==> config.mk <==
export PLATFORM = sky130hd
export DESIGN_NAME = lddf_top
export DESIGN_NICKNAME = d
export VERILOG_FILES = /design/src/shared/lddf_pkg.sv /design/src/logic/lddf_on_timer.sv /design/src/logic/lddf_top.sv
export SDC_FILE = /design/constraint.sdc
export NUM_CORES = 1
export LEC_CHECK = 0
export ABC_AREA = 1
export ABC_CLOCK_PERIOD_IN_PS = 1490
export BUFFER_PORTS_ARGS = -buffer_cell sky130_fd_sc_hd__buf_2
export CELL_PAD_IN_SITES_DETAIL_PLACEMENT = 0
export CELL_PAD_IN_SITES_GLOBAL_PLACEMENT = 2
export CORE_MARGIN = 1.5
export CORE_UTILIZATION = 29
export CTS_CLUSTER_DIAMETER = 50
export DETAILED_ROUTE_END_ITERATION = 8
export HOLD_SLACK_MARGIN = 0.06
export PLACE_DENSITY = 0.73
export SLEW_MARGIN = 25
export SYNTH_ARGS = -nofsm -noshare
export SYNTH_HDL_FRONTEND = slang
export SYNTH_SLANG_ARGS = --single-unit
==> constraint.sdc <==
create_clock -name clk_i -period 1.49 [get_ports clk_i]
set_input_delay 0.149 -clock clk_i [delete_from_list [all_inputs] [get_ports clk_i]]
set_output_delay 0.149 -clock clk_i [all_outputs]
set_load 0.02 [all_outputs]
==> src/shared/lddf_pkg.sv <==
// Purpose: shared constants and carriers of the load diagnostic flag block
// Assumes: 100 MHz clock, AXI4-Lite register access with 32-bit data
// Notes:   register layouts are the packed structs below, high bits first
package lddf_pkg;

    localparam int NCH    = 4;
    localparam int ADDR_W = 8;

    // register byte offsets
    localparam logic [ADDR_W-1:0] OFS_CFG  = 8'h00;
    localparam logic [ADDR_W-1:0] OFS_GLB  = 8'h04;
    localparam logic [ADDR_W-1:0] OFS_OUT  = 8'h08;
    localparam logic [ADDR_W-1:0] OFS_STAT = 8'h0c;
    localparam logic [ADDR_W-1:0] OFS_DIAG = 8'h10;
    localparam logic [ADDR_W-1:0] OFS_LIVE = 8'h14;

    localparam logic [1:0] RESP_OKAY   = 2'h0;
    localparam logic [1:0] RESP_SLVERR = 2'h2;

    // timing of the periodic led check
    localparam int CLK_PERIOD_NS = 10;
    localparam int LED_CHECK_US  = 1000;
    localparam int LED_CHECK_CYC = LED_CHECK_US * 1000 / CLK_PERIOD_NS;

    // analog comparator, supply monitor, direct input, reset and fail-safe status pins, all asynchronous
    typedef struct packed {
        logic [NCH-1:0] off_above;
        logic [NCH-1:0] bulb_low;
        logic [NCH-1:0] led_low;
        logic [NCH-1:0] direct_in;
        logic           otw_cmp;
        logic           clamp_cmp;
        logic           vdd_lost;
        logic           vdd_below_fail;
        logic           vpwr_uv;
        logic           batt_por;
        logic           both_por;
        logic           reset_pin_n;
        logic           fail_safe_status_pin;
    } lddf_pins_type;

    typedef struct packed {
        logic [NCH-1:0] sense_ratio_select;
        logic [NCH-1:0] led_open_load_select;
        logic [NCH-1:0] on_open_load_disable;
        logic [NCH-1:0] off_open_load_disable;
    } lddf_chcfg_type;

    typedef struct packed {
        logic [1:0] sense_channel_select;
        logic       current_sense_enable;
        logic       temp_feedback_enable;
        logic       pwm_enable;
        logic       vdd_fail_enable;
    } lddf_glb_type;

    typedef struct packed {
        logic [NCH-1:0] full_duty;
        logic [NCH-1:0] spi_on;
    } lddf_out_type;

    typedef struct packed {
        logic           undervoltage_flag;
        logic [NCH-1:0] on_open_load;
        logic [NCH-1:0] off_open_load;
    } lddf_stat_type;

    typedef struct packed {
        logic       temp;
        logic       current;
        logic [1:0] channel;
        logic       ratio;
    } lddf_sense_type;

    typedef struct packed {
        logic              awvalid;
        logic [ADDR_W-1:0] awaddr;
        logic              wvalid;
        logic [31:0]       wdata;
        logic [3:0]        wstrb;
        logic              bready;
        logic              arvalid;
        logic [ADDR_W-1:0] araddr;
        logic              rready;
    } lddf_axi_req_type;

    typedef struct packed {
        logic        awready;
        logic        wready;
        logic        bvalid;
        logic [1:0]  bresp;
        logic        arready;
        logic        rvalid;
        logic [31:0] rdata;
        logic [1:0]  rresp;
    } lddf_axi_rsp_type;

    typedef struct packed {
        lddf_axi_rsp_type  rsp;
        logic              aw_have;
        logic [ADDR_W-1:0] awaddr;
        logic              w_have;
        logic [31:0]       wdata;
        logic [3:0]        wstrb;
    } lddf_axi_st_type;

    typedef struct packed {
        lddf_pins_type   pins_s1;
        lddf_pins_type   pins_s2;
        lddf_axi_st_type axi;
        lddf_chcfg_type  chcfg;
        lddf_glb_type    glb;
        lddf_out_type    outr;
        lddf_stat_type   stat;
        logic            over_temp_warning;
        logic [NCH-1:0]  ch_on;
        lddf_sense_type  sense;
        logic            retry_clear;
    } lddf_state_type;

endpackage

==> src/logic/lddf_on_timer.sv <==
// Purpose: per-channel on-time interval timer for the led open-load check
// Assumes: on_i comes from logic on clk_i
// Notes:   restarts whenever the channel turns off
`timescale 1ns/1ns
module lddf_on_timer #(
    parameter int CYC = lddf_pkg::LED_CHECK_CYC
) (
    input  wire logic clk_i,
    input  wire logic srst_i,
    input  wire logic on_i,
    output logic      settled_o,
    output logic      tick_o
);
    import lddf_pkg::*;

    localparam int CW = $clog2(CYC + 1);

    typedef struct packed {
        logic [CW-1:0] cnt;
        logic          settled;
        logic          tick;
    } lddf_tmr_type;

    lddf_tmr_type st_q;
    lddf_tmr_type st_d;

    always_comb
    begin
        st_d = st_q;
        st_d.tick = 1'b0;
        if (!on_i)
        begin
            st_d = '0;
        end
        else if (st_q.cnt == CW'(CYC - 1))
        begin
            st_d.cnt     = '0;
            st_d.settled = 1'b1;
            st_d.tick    = 1'b1;
        end
        else
        begin
            st_d.cnt = st_q.cnt + CW'(1);
        end
    end

    always_ff @(posedge clk_i)
    begin
        if (srst_i)
            st_q <= '0;
        else
            st_q <= st_d;
    end

    assign settled_o = st_q.settled;
    assign tick_o    = st_q.tick;
endmodule

==> src/logic/lddf_top.sv <==
// Purpose: open-load, prewarning and supply-loss flag logic of a quad high-side switch
// Assumes: analog comparator pins are asynchronous; fail_safe_mode_i is on clk_i
// Notes:   registers over AXI4-Lite; status and diag clear on read
//
// Chosen here: the register addresses and the AXI4-Lite interface to the registers.
`timescale 1ns/1ns
module lddf_top #(
    parameter int LED_CYC = lddf_pkg::LED_CHECK_CYC
) (
    input  wire logic                       clk_i,
    input  wire logic                       srst_i,
    input  wire lddf_pkg::lddf_axi_req_type axi_req_i,
    output lddf_pkg::lddf_axi_rsp_type      axi_rsp_o,
    input  wire lddf_pkg::lddf_pins_type    pins_i,
    input  wire logic                       fail_safe_mode_i,
    output logic [lddf_pkg::NCH-1:0]        channel_on_o,
    output lddf_pkg::lddf_sense_type        sense_o,
    output logic                            autoretry_clear_o
);
    import lddf_pkg::*;

    lddf_state_type st_q;
    lddf_state_type st_d;
    logic [NCH-1:0] settled;
    logic [NCH-1:0] tick;

    genvar g;
    generate
        for (g = 0; g < NCH; g++)
        begin : g_tmr
            lddf_on_timer #(
                .CYC      (LED_CYC)
            ) u_tmr (
                .clk_i    (clk_i),
                .srst_i   (srst_i),
                .on_i     (st_q.ch_on[g]),
                .settled_o(settled[g]),
                .tick_o   (tick[g])
            );
        end
    endgenerate

    function automatic logic [31:0] merge(input logic [31:0] old_v,
                                          input logic [31:0] new_v,
                                          input logic [3:0]  strb);
        logic [31:0] r;
        r = old_v;
        for (int b = 0; b < 4; b++)
        begin
            if (strb[b])
                r[b*8 +: 8] = new_v[b*8 +: 8];
        end
        return r;
    endfunction

    // derived terms; all but rd_diag, on_set and wmerge also watched by the checks below
    lddf_pins_type  p;
    logic           cfg_clr;
    logic           rd_stat;
    logic           rd_diag;
    logic [NCH-1:0] off_cond;
    logic [NCH-1:0] on_cond;
    logic [NCH-1:0] on_set;
    logic [31:0]    wmerge;

    always_comb
    begin
        p        = st_q.pins_s2;
        // logic supply gone, enabled failure, both supplies or reset pin
        cfg_clr  = p.vdd_lost || (p.vdd_below_fail && st_q.glb.vdd_fail_enable)
                   || p.both_por || !p.reset_pin_n;
        rd_stat  = axi_req_i.arvalid && st_q.axi.rsp.arready
                   && axi_req_i.araddr == OFS_STAT;
        rd_diag  = axi_req_i.arvalid && st_q.axi.rsp.arready
                   && axi_req_i.araddr == OFS_DIAG;
        off_cond = ~st_q.ch_on & p.off_above;
        for (int c = 0; c < NCH; c++)
        begin
            // threshold choice per channel
            on_cond[c] = st_q.ch_on[c] && (st_q.chcfg.led_open_load_select[c]
                         ? p.led_low[c] : p.bulb_low[c]);
            // led mode only samples at the interval tick
            on_set[c]  = on_cond[c] && !st_q.chcfg.on_open_load_disable[c]
                         && (!st_q.chcfg.led_open_load_select[c]
                         || (tick[c] && settled[c] && st_q.outr.full_duty[c]
                         && st_q.glb.pwm_enable));
        end
    end

    always_comb
    begin
        st_d = st_q;
        // merged write word, sliced to each register's own width below
        wmerge = '0;
        st_d.pins_s1 = pins_i;
        st_d.pins_s2 = st_q.pins_s1;

        // write address and data are taken in either order
        if (axi_req_i.awvalid && st_q.axi.rsp.awready)
        begin
            st_d.axi.aw_have = 1'b1;
            st_d.axi.awaddr  = axi_req_i.awaddr;
        end
        if (axi_req_i.wvalid && st_q.axi.rsp.wready)
        begin
            st_d.axi.w_have = 1'b1;
            st_d.axi.wdata  = axi_req_i.wdata;
            st_d.axi.wstrb  = axi_req_i.wstrb;
        end
        if (st_q.axi.aw_have && st_q.axi.w_have)
        begin
            st_d.axi.aw_have   = 1'b0;
            st_d.axi.w_have    = 1'b0;
            st_d.axi.rsp.bvalid = 1'b1;
            st_d.axi.rsp.bresp  = RESP_OKAY;
            unique case (st_q.axi.awaddr)
                OFS_CFG:
                begin
                    wmerge     = merge(32'(st_q.chcfg), st_q.axi.wdata, st_q.axi.wstrb);
                    st_d.chcfg = lddf_chcfg_type'(wmerge[$bits(lddf_chcfg_type)-1:0]);
                end
                OFS_GLB:
                begin
                    wmerge   = merge(32'(st_q.glb), st_q.axi.wdata, st_q.axi.wstrb);
                    st_d.glb = lddf_glb_type'(wmerge[$bits(lddf_glb_type)-1:0]);
                end
                OFS_OUT:
                begin
                    wmerge    = merge(32'(st_q.outr), st_q.axi.wdata, st_q.axi.wstrb);
                    st_d.outr = lddf_out_type'(wmerge[$bits(lddf_out_type)-1:0]);
                end
                default:
                    st_d.axi.rsp.bresp = RESP_SLVERR;
            endcase
        end
        if (st_q.axi.rsp.bvalid && axi_req_i.bready)
            st_d.axi.rsp.bvalid = 1'b0;

        // read data shows the value before any clear-on-read
        if (axi_req_i.arvalid && st_q.axi.rsp.arready)
        begin
            st_d.axi.rsp.rvalid = 1'b1;
            st_d.axi.rsp.rresp  = RESP_OKAY;
            unique case (axi_req_i.araddr)
                OFS_CFG:  st_d.axi.rsp.rdata = 32'(st_q.chcfg);
                OFS_GLB:  st_d.axi.rsp.rdata = 32'(st_q.glb);
                OFS_OUT:  st_d.axi.rsp.rdata = 32'(st_q.outr);
                OFS_STAT: st_d.axi.rsp.rdata = 32'(st_q.stat);
                OFS_DIAG: st_d.axi.rsp.rdata = 32'(st_q.over_temp_warning);
                OFS_LIVE: st_d.axi.rsp.rdata = 32'({fail_safe_mode_i, st_q.ch_on});
                default:
                begin
                    st_d.axi.rsp.rdata = '0;
                    st_d.axi.rsp.rresp = RESP_SLVERR;
                end
            endcase
        end
        if (st_q.axi.rsp.rvalid && axi_req_i.rready)
            st_d.axi.rsp.rvalid = 1'b0;

        st_d.axi.rsp.awready = !st_d.axi.aw_have && !st_d.axi.rsp.bvalid;
        st_d.axi.rsp.wready  = !st_d.axi.w_have && !st_d.axi.rsp.bvalid;
        st_d.axi.rsp.arready = !st_d.axi.rsp.rvalid;

        // set wins over a read clear but cfg_clr wins over set; status reads clear status flags, off open load only while fail_safe_status_pin is high
        st_d.stat.off_open_load = (st_q.stat.off_open_load
            & ~({NCH{rd_stat && p.fail_safe_status_pin}} & ~off_cond))
            | (off_cond & ~st_q.chcfg.off_open_load_disable);
        st_d.stat.on_open_load = (st_q.stat.on_open_load
            & ~({NCH{rd_stat}} & ~on_cond)) | on_set;
        st_d.stat.undervoltage_flag = p.vpwr_uv
            || (st_q.stat.undervoltage_flag && !rd_stat);
        st_d.over_temp_warning = (p.otw_cmp && !fail_safe_mode_i)
            || (st_q.over_temp_warning && !rd_diag);

        // battery loss alone leaves configuration untouched
        if (cfg_clr)
        begin
            st_d.chcfg             = '0;
            st_d.glb               = '0;
            st_d.outr              = '0;
            st_d.stat              = '0;
            st_d.over_temp_warning = 1'b0;
        end

        // direct inputs stay in force without the logic supply
        if (p.batt_por)
            st_d.ch_on = '0;
        else if (p.clamp_cmp)
            st_d.ch_on = '1;
        else
            st_d.ch_on = st_q.outr.spi_on | p.direct_in;
        st_d.retry_clear = p.batt_por;

        st_d.sense.temp    = st_q.glb.temp_feedback_enable;
        st_d.sense.channel = st_q.glb.sense_channel_select;
        st_d.sense.ratio   = st_q.chcfg.sense_ratio_select[st_q.glb.sense_channel_select];
        // mirroring gated by on time and by fail-safe mode
        st_d.sense.current = st_q.glb.current_sense_enable
            && !st_q.glb.temp_feedback_enable
            && st_q.ch_on[st_q.glb.sense_channel_select]
            && !fail_safe_mode_i;
    end

    always_ff @(posedge clk_i)
    begin
        if (srst_i)
            st_q <= '0;
        else
            st_q <= st_d;
    end

    assign axi_rsp_o         = st_q.axi.rsp;
    assign channel_on_o      = st_q.ch_on;
    assign sense_o           = st_q.sense;
    assign autoretry_clear_o = st_q.retry_clear;
endmodule

==> results by group <==
Status
  • Outcome: finished, violations left
  • Violations in the final reports: setup timing

Synthesis
  • Ranking of synthesized cells by area: sky130_fd_sc_hd__dfxtp_1 49%, sky130_fd_sc_hd__nor2_1 9.8%, sky130_fd_sc_hd__nand2_1 7.6%
  • Cell with the most instances after synthesis: sky130_fd_sc_hd__nor2_1
  • Cell taking the most area after synthesis: sky130_fd_sc_hd__dfxtp_1
  • Top flip-flop cell by instance count after synthesis: sky130_fd_sc_hd__dfxtp_1
  • Sequential share of the synthesized area: 0.490
  • Syn Std Cell Area: 0.00927 mm²
  • Most common library cells after synthesis: 241 x sky130_fd_sc_hd__nor2_1, 227 x sky130_fd_sc_hd__dfxtp_1, 188 x sky130_fd_sc_hd__nand2_1
  • Distinct cell type count after synthesis: 38
  • Synthesis-stage register bit count: approximately 230
  • Number of warnings printed during yosys synthesis: 0
  • Post-synth top area share: 0.490
  • Mean post-synth cell area: 7.44 µm²
  • Instance count of the mapped netlist: 1246
  • Number of flops mapped to enable cells by yosys: 0
  • Share of flip-flops with an asynchronous set or reset: 0

Pwr
  • Portion of total power attributed to sequential cells: 0.421
  • Max rail drop VDD: 0.000850 V
  • Switching power: 3.48 mW
  • Clock network fraction of total power: 0.519
  • Power density cells: 1190 mW/mm²
  • Static power due to leakage: approximately 5.2 nW
  • Internal Dissipation: 11.5 mW
  • Switching portion of total power: 0.232
  • Combinational share of power: 0.060

Finish
  • Share of post-route cells with drive strength above 1: 0.224
  • Area growth, synth to finish: 35.9%
  • Final antenna diode count: 0
  • Number of nets at the end of the flow: 1542
  • Fillcell total: 3331
  • Final core area utilization: 0.400
  • Reg area: approximately 0.0046 mm²
  • Multi-input gate area in the final layout: a little under 0.004 mm²

GRT
  • First-pass GRT wire length: 39.9 mm
  • Total Routing Usage GR: 0.150
  • Total overflow reported by the global router: 0
  • Maximum number of pins on one net before global-route repair: 35
  • Number of antenna violations at the first check in global routing: 0
  • Vias in the first global route: 7791

STA
  • Ratio of final minimum period to clock period: 1.00
  • Top achievable clock speed: 0.669 GHz
  • Hold Violations, Final: 0
  • RSZ-0062 raised after global routing: yes
  • Final count of pins violating max slew: 0
  • Rel. slew slack: 0.644
  • Final worst slack: -3.85 ps
  • Max Clock Skew: 7.94 ps
  • Final-report setup violation count: 4
  • Setup tns final: -8.51 ps
  • Slew of the pin with the lowest slew margin: 533 ps
  • Post-layout min period: 1490 ps

Critical path
  • Data arrival time of the critical path: about 1900 ps
  • Element type at the critical path start: flop
  • Slowest cell on the critical path: sky130_fd_sc_hd__or3_4
  • Family of cells with the greatest summed delay on the critical path: simple AND/OR/NAND/NOR gates
  • Logic depth of the worst setup path including buffers: 8
  • Worst Path Class, Setup: flop to flop
  • Buffers plus inverters on the worst setup path: 1
  • Worst reg-to-reg path cell count: 8
  • Ordered list of cells on the worst path: nor2_4 -> nand2_2 -> or3_4 -> nor2_4 -> buf_12 -> nand2_1 -> nand2_1 -> nor2_1
  • Maximum fanout encountered on the critical timing path: 8
  • Worst setup path start: st_q[87]
  • Element type at the critical path end: flop
  • Reg2Reg Launch Point: st_q[87]
  • Required time at the endpoint of the critical path: 1940 ps
  • Largest incremental delay on the critical path: 380 ps

Run
  • Max capacitance violation total: 0

Clock tree
  • Clock-pin slew on the worst setup and hold paths: 60 ps
  • Maximum buffer depth of the clock tree: 3
  • Clock Sink Count: 227
  • Clock latency at the later pin of the worst-skew pair: 550 ps
  • Clock buffer count from CTS: 31
  • TritonCTS clock tree: yes
  • CTS H-tree lvls: 1
  • Library cell used as clock root buffer: sky130_fd_sc_hd__clkbuf_16

Die
  • Placeable core region: 0.0315 mm²
  • Chip Width: 182 µm
  • Die H: 182 µm
  • Number of placed I/O pins: 136
  • Initial standard-cell utilization of the core: 0.294
  • Area of the die: 0.0330 mm²
  • Number of rows in the core area: 65

Route
  • Drt first pass iters: 5
  • Total number of vias: 8159
  • Count of antenna-violating nets left after detailed routing: 0
  • Final routed wire length divided by cell count: 13.2 µm
  • Post-detailed-routing wire length: 24.8 mm
  • # DRC: 0
  • Vias/cell: between 4 and 5
  • First DRT Iteration DRCs: 367

Placement
  • Post-detail-place hpwl: 17.8 mm
  • Number of buffers inserted by port buffering: 99
  • Last weighted congestion value of the routability-driven placer: 0.808

Worst hold path
  • Worst hold path cell count: 4
  • Hold/Removal Path Class: primary input to flop
  • Worst min-delay path startpoint: axi_req_i[47]
layout make-up:
| type | count | area share |
|---|---|---|
| timing repair buffer | 238 | 0.146 |
| clock buffer | 37 | 0.0666 |
| multi-input combinational | 785 | 0.313 |
| inverter | 170 | 0.0508 |
| sequential | 227 | 0.362 |
| tap | 402 | 0.0399 |
| clock inverter | 21 | 0.0215 |
per-stage QoR:
stage	worst slack [ps]	instance area [µm²]	cells	hold WS, ps	power [mW]
2_1_floorplan	3.53	9330	1263	256	6.95
3_3_place_gp	-158	10500	1755	355	7.21
3_5_place_dp	-102	10500	1755	355	7.22
4_1_cts	-1.37	12200	1873	68.1	15.2
5_1_grt	-106	12600	1880	109	15.7
6_report	-3.85	12600	1880	63.4	15.0
power groups by stage:
stage	sequential [mW]	clock (mW)	combinational, mW
final	6.32	7.80	0.896
after global routing	6.34	8.31	1.00
after CTS	6.32	8.04	0.883
after detailed placement	6.46	0	0.760
after global placement	6.45	0	0.756
after floorplan	6.43	0	0.523
sequential cells by signal (all words and copies together), names as in the netlist:
name                   count
p                         25
sense_o                    5
st_q                      65
channel_on_o               4
autoretry_clear_o          1
axi_rsp_o                 23
g_tmr.u_tmr.settled_o      4
g_tmr.u_tmr.tick_o         4
st_d                      28
g_tmr.u_tmr.st_q          68
cell usage in the layout (no fill, tap or decap), types with 19 or more instances in the layout:
| master | synthesis | layout |
|---|---|---|
| sky130_fd_sc_hd__nor2_1 | 241 | 223 |
| sky130_fd_sc_hd__buf_4 | 51 | 69 |
| sky130_fd_sc_hd__o21ai_0 | 70 | 65 |
| sky130_fd_sc_hd__nand4_1 | 19 | 19 |
| sky130_fd_sc_hd__dfxtp_1 | 227 | 218 |
| sky130_fd_sc_hd__inv_1 | 169 | 164 |
| sky130_fd_sc_hd__dlygate4sd3_1 | 0 | 58 |
| sky130_fd_sc_hd__nand2_1 | 188 | 170 |
| sky130_fd_sc_hd__buf_2 | 10 | 99 |
| sky130_fd_sc_hd__nand3_1 | 57 | 52 |
| sky130_fd_sc_hd__a21oi_1 | 82 | 79 |
| sky130_fd_sc_hd__clkbuf_16 | 0 | 34 |
| sky130_fd_sc_hd__nor3_1 | 34 | 23 |
final timing paths:
check,end,slack [ps]
worst max-delay path,st_q[20],-4
worst min-delay path,st_q[65],60
worst max register to register,st_q[20],-4
worst min register to register,p[21],400
per-layer routing:
metal	routed length [µm]	track usage	vias up
met1	11900	0.204	3694
met4	595	0.0413	0
met2	11200	0.245	150
li1	-	-	4275
met5	0	0	-
met3	1100	0.0255	40
worst register-to-register path, cell delays in order, from the launching register on:
cell and delay (ps):
sky130_fd_sc_hd__dfxtp_2 330, sky130_fd_sc_hd__nor2_4 130, sky130_fd_sc_hd__nand2_2 70, sky130_fd_sc_hd__or3_4 380
sky130_fd_sc_hd__nor2_4 180, sky130_fd_sc_hd__buf_12 160, sky130_fd_sc_hd__nand2_1 60, sky130_fd_sc_hd__nand2_1 50
sky130_fd_sc_hd__nor2_1 30
timing repair:
item | in CTS | in global routing
endpoints found under the hold margin | 59 | 0
endpoints found under the setup margin | 15 | 76
pin swaps | 1 | 19
gates cloned | 0 | 3
hold buffers | 58 | 0
setup buffers | 2 | 4
resized for setup | 8 | 93
cell families (layout without fill, tap and decap cells):
group                    count (synthesis)  count (layout)  share of synthesized area
AO/OA/AOI/OAI                          168             168                     0.0947
XOR/XNOR                                22              22                     0.0208
adder cells (fa/ha/maj)                  4               4                    0.00540
buffers and inverters                  251             466                      0.125
flip-flops                             227             227                      0.490
other                                    1              18                   0.000405
AND/OR/NAND/NOR                        573             573                      0.264
No activity file was read; power rests on OpenSTA's default activity.
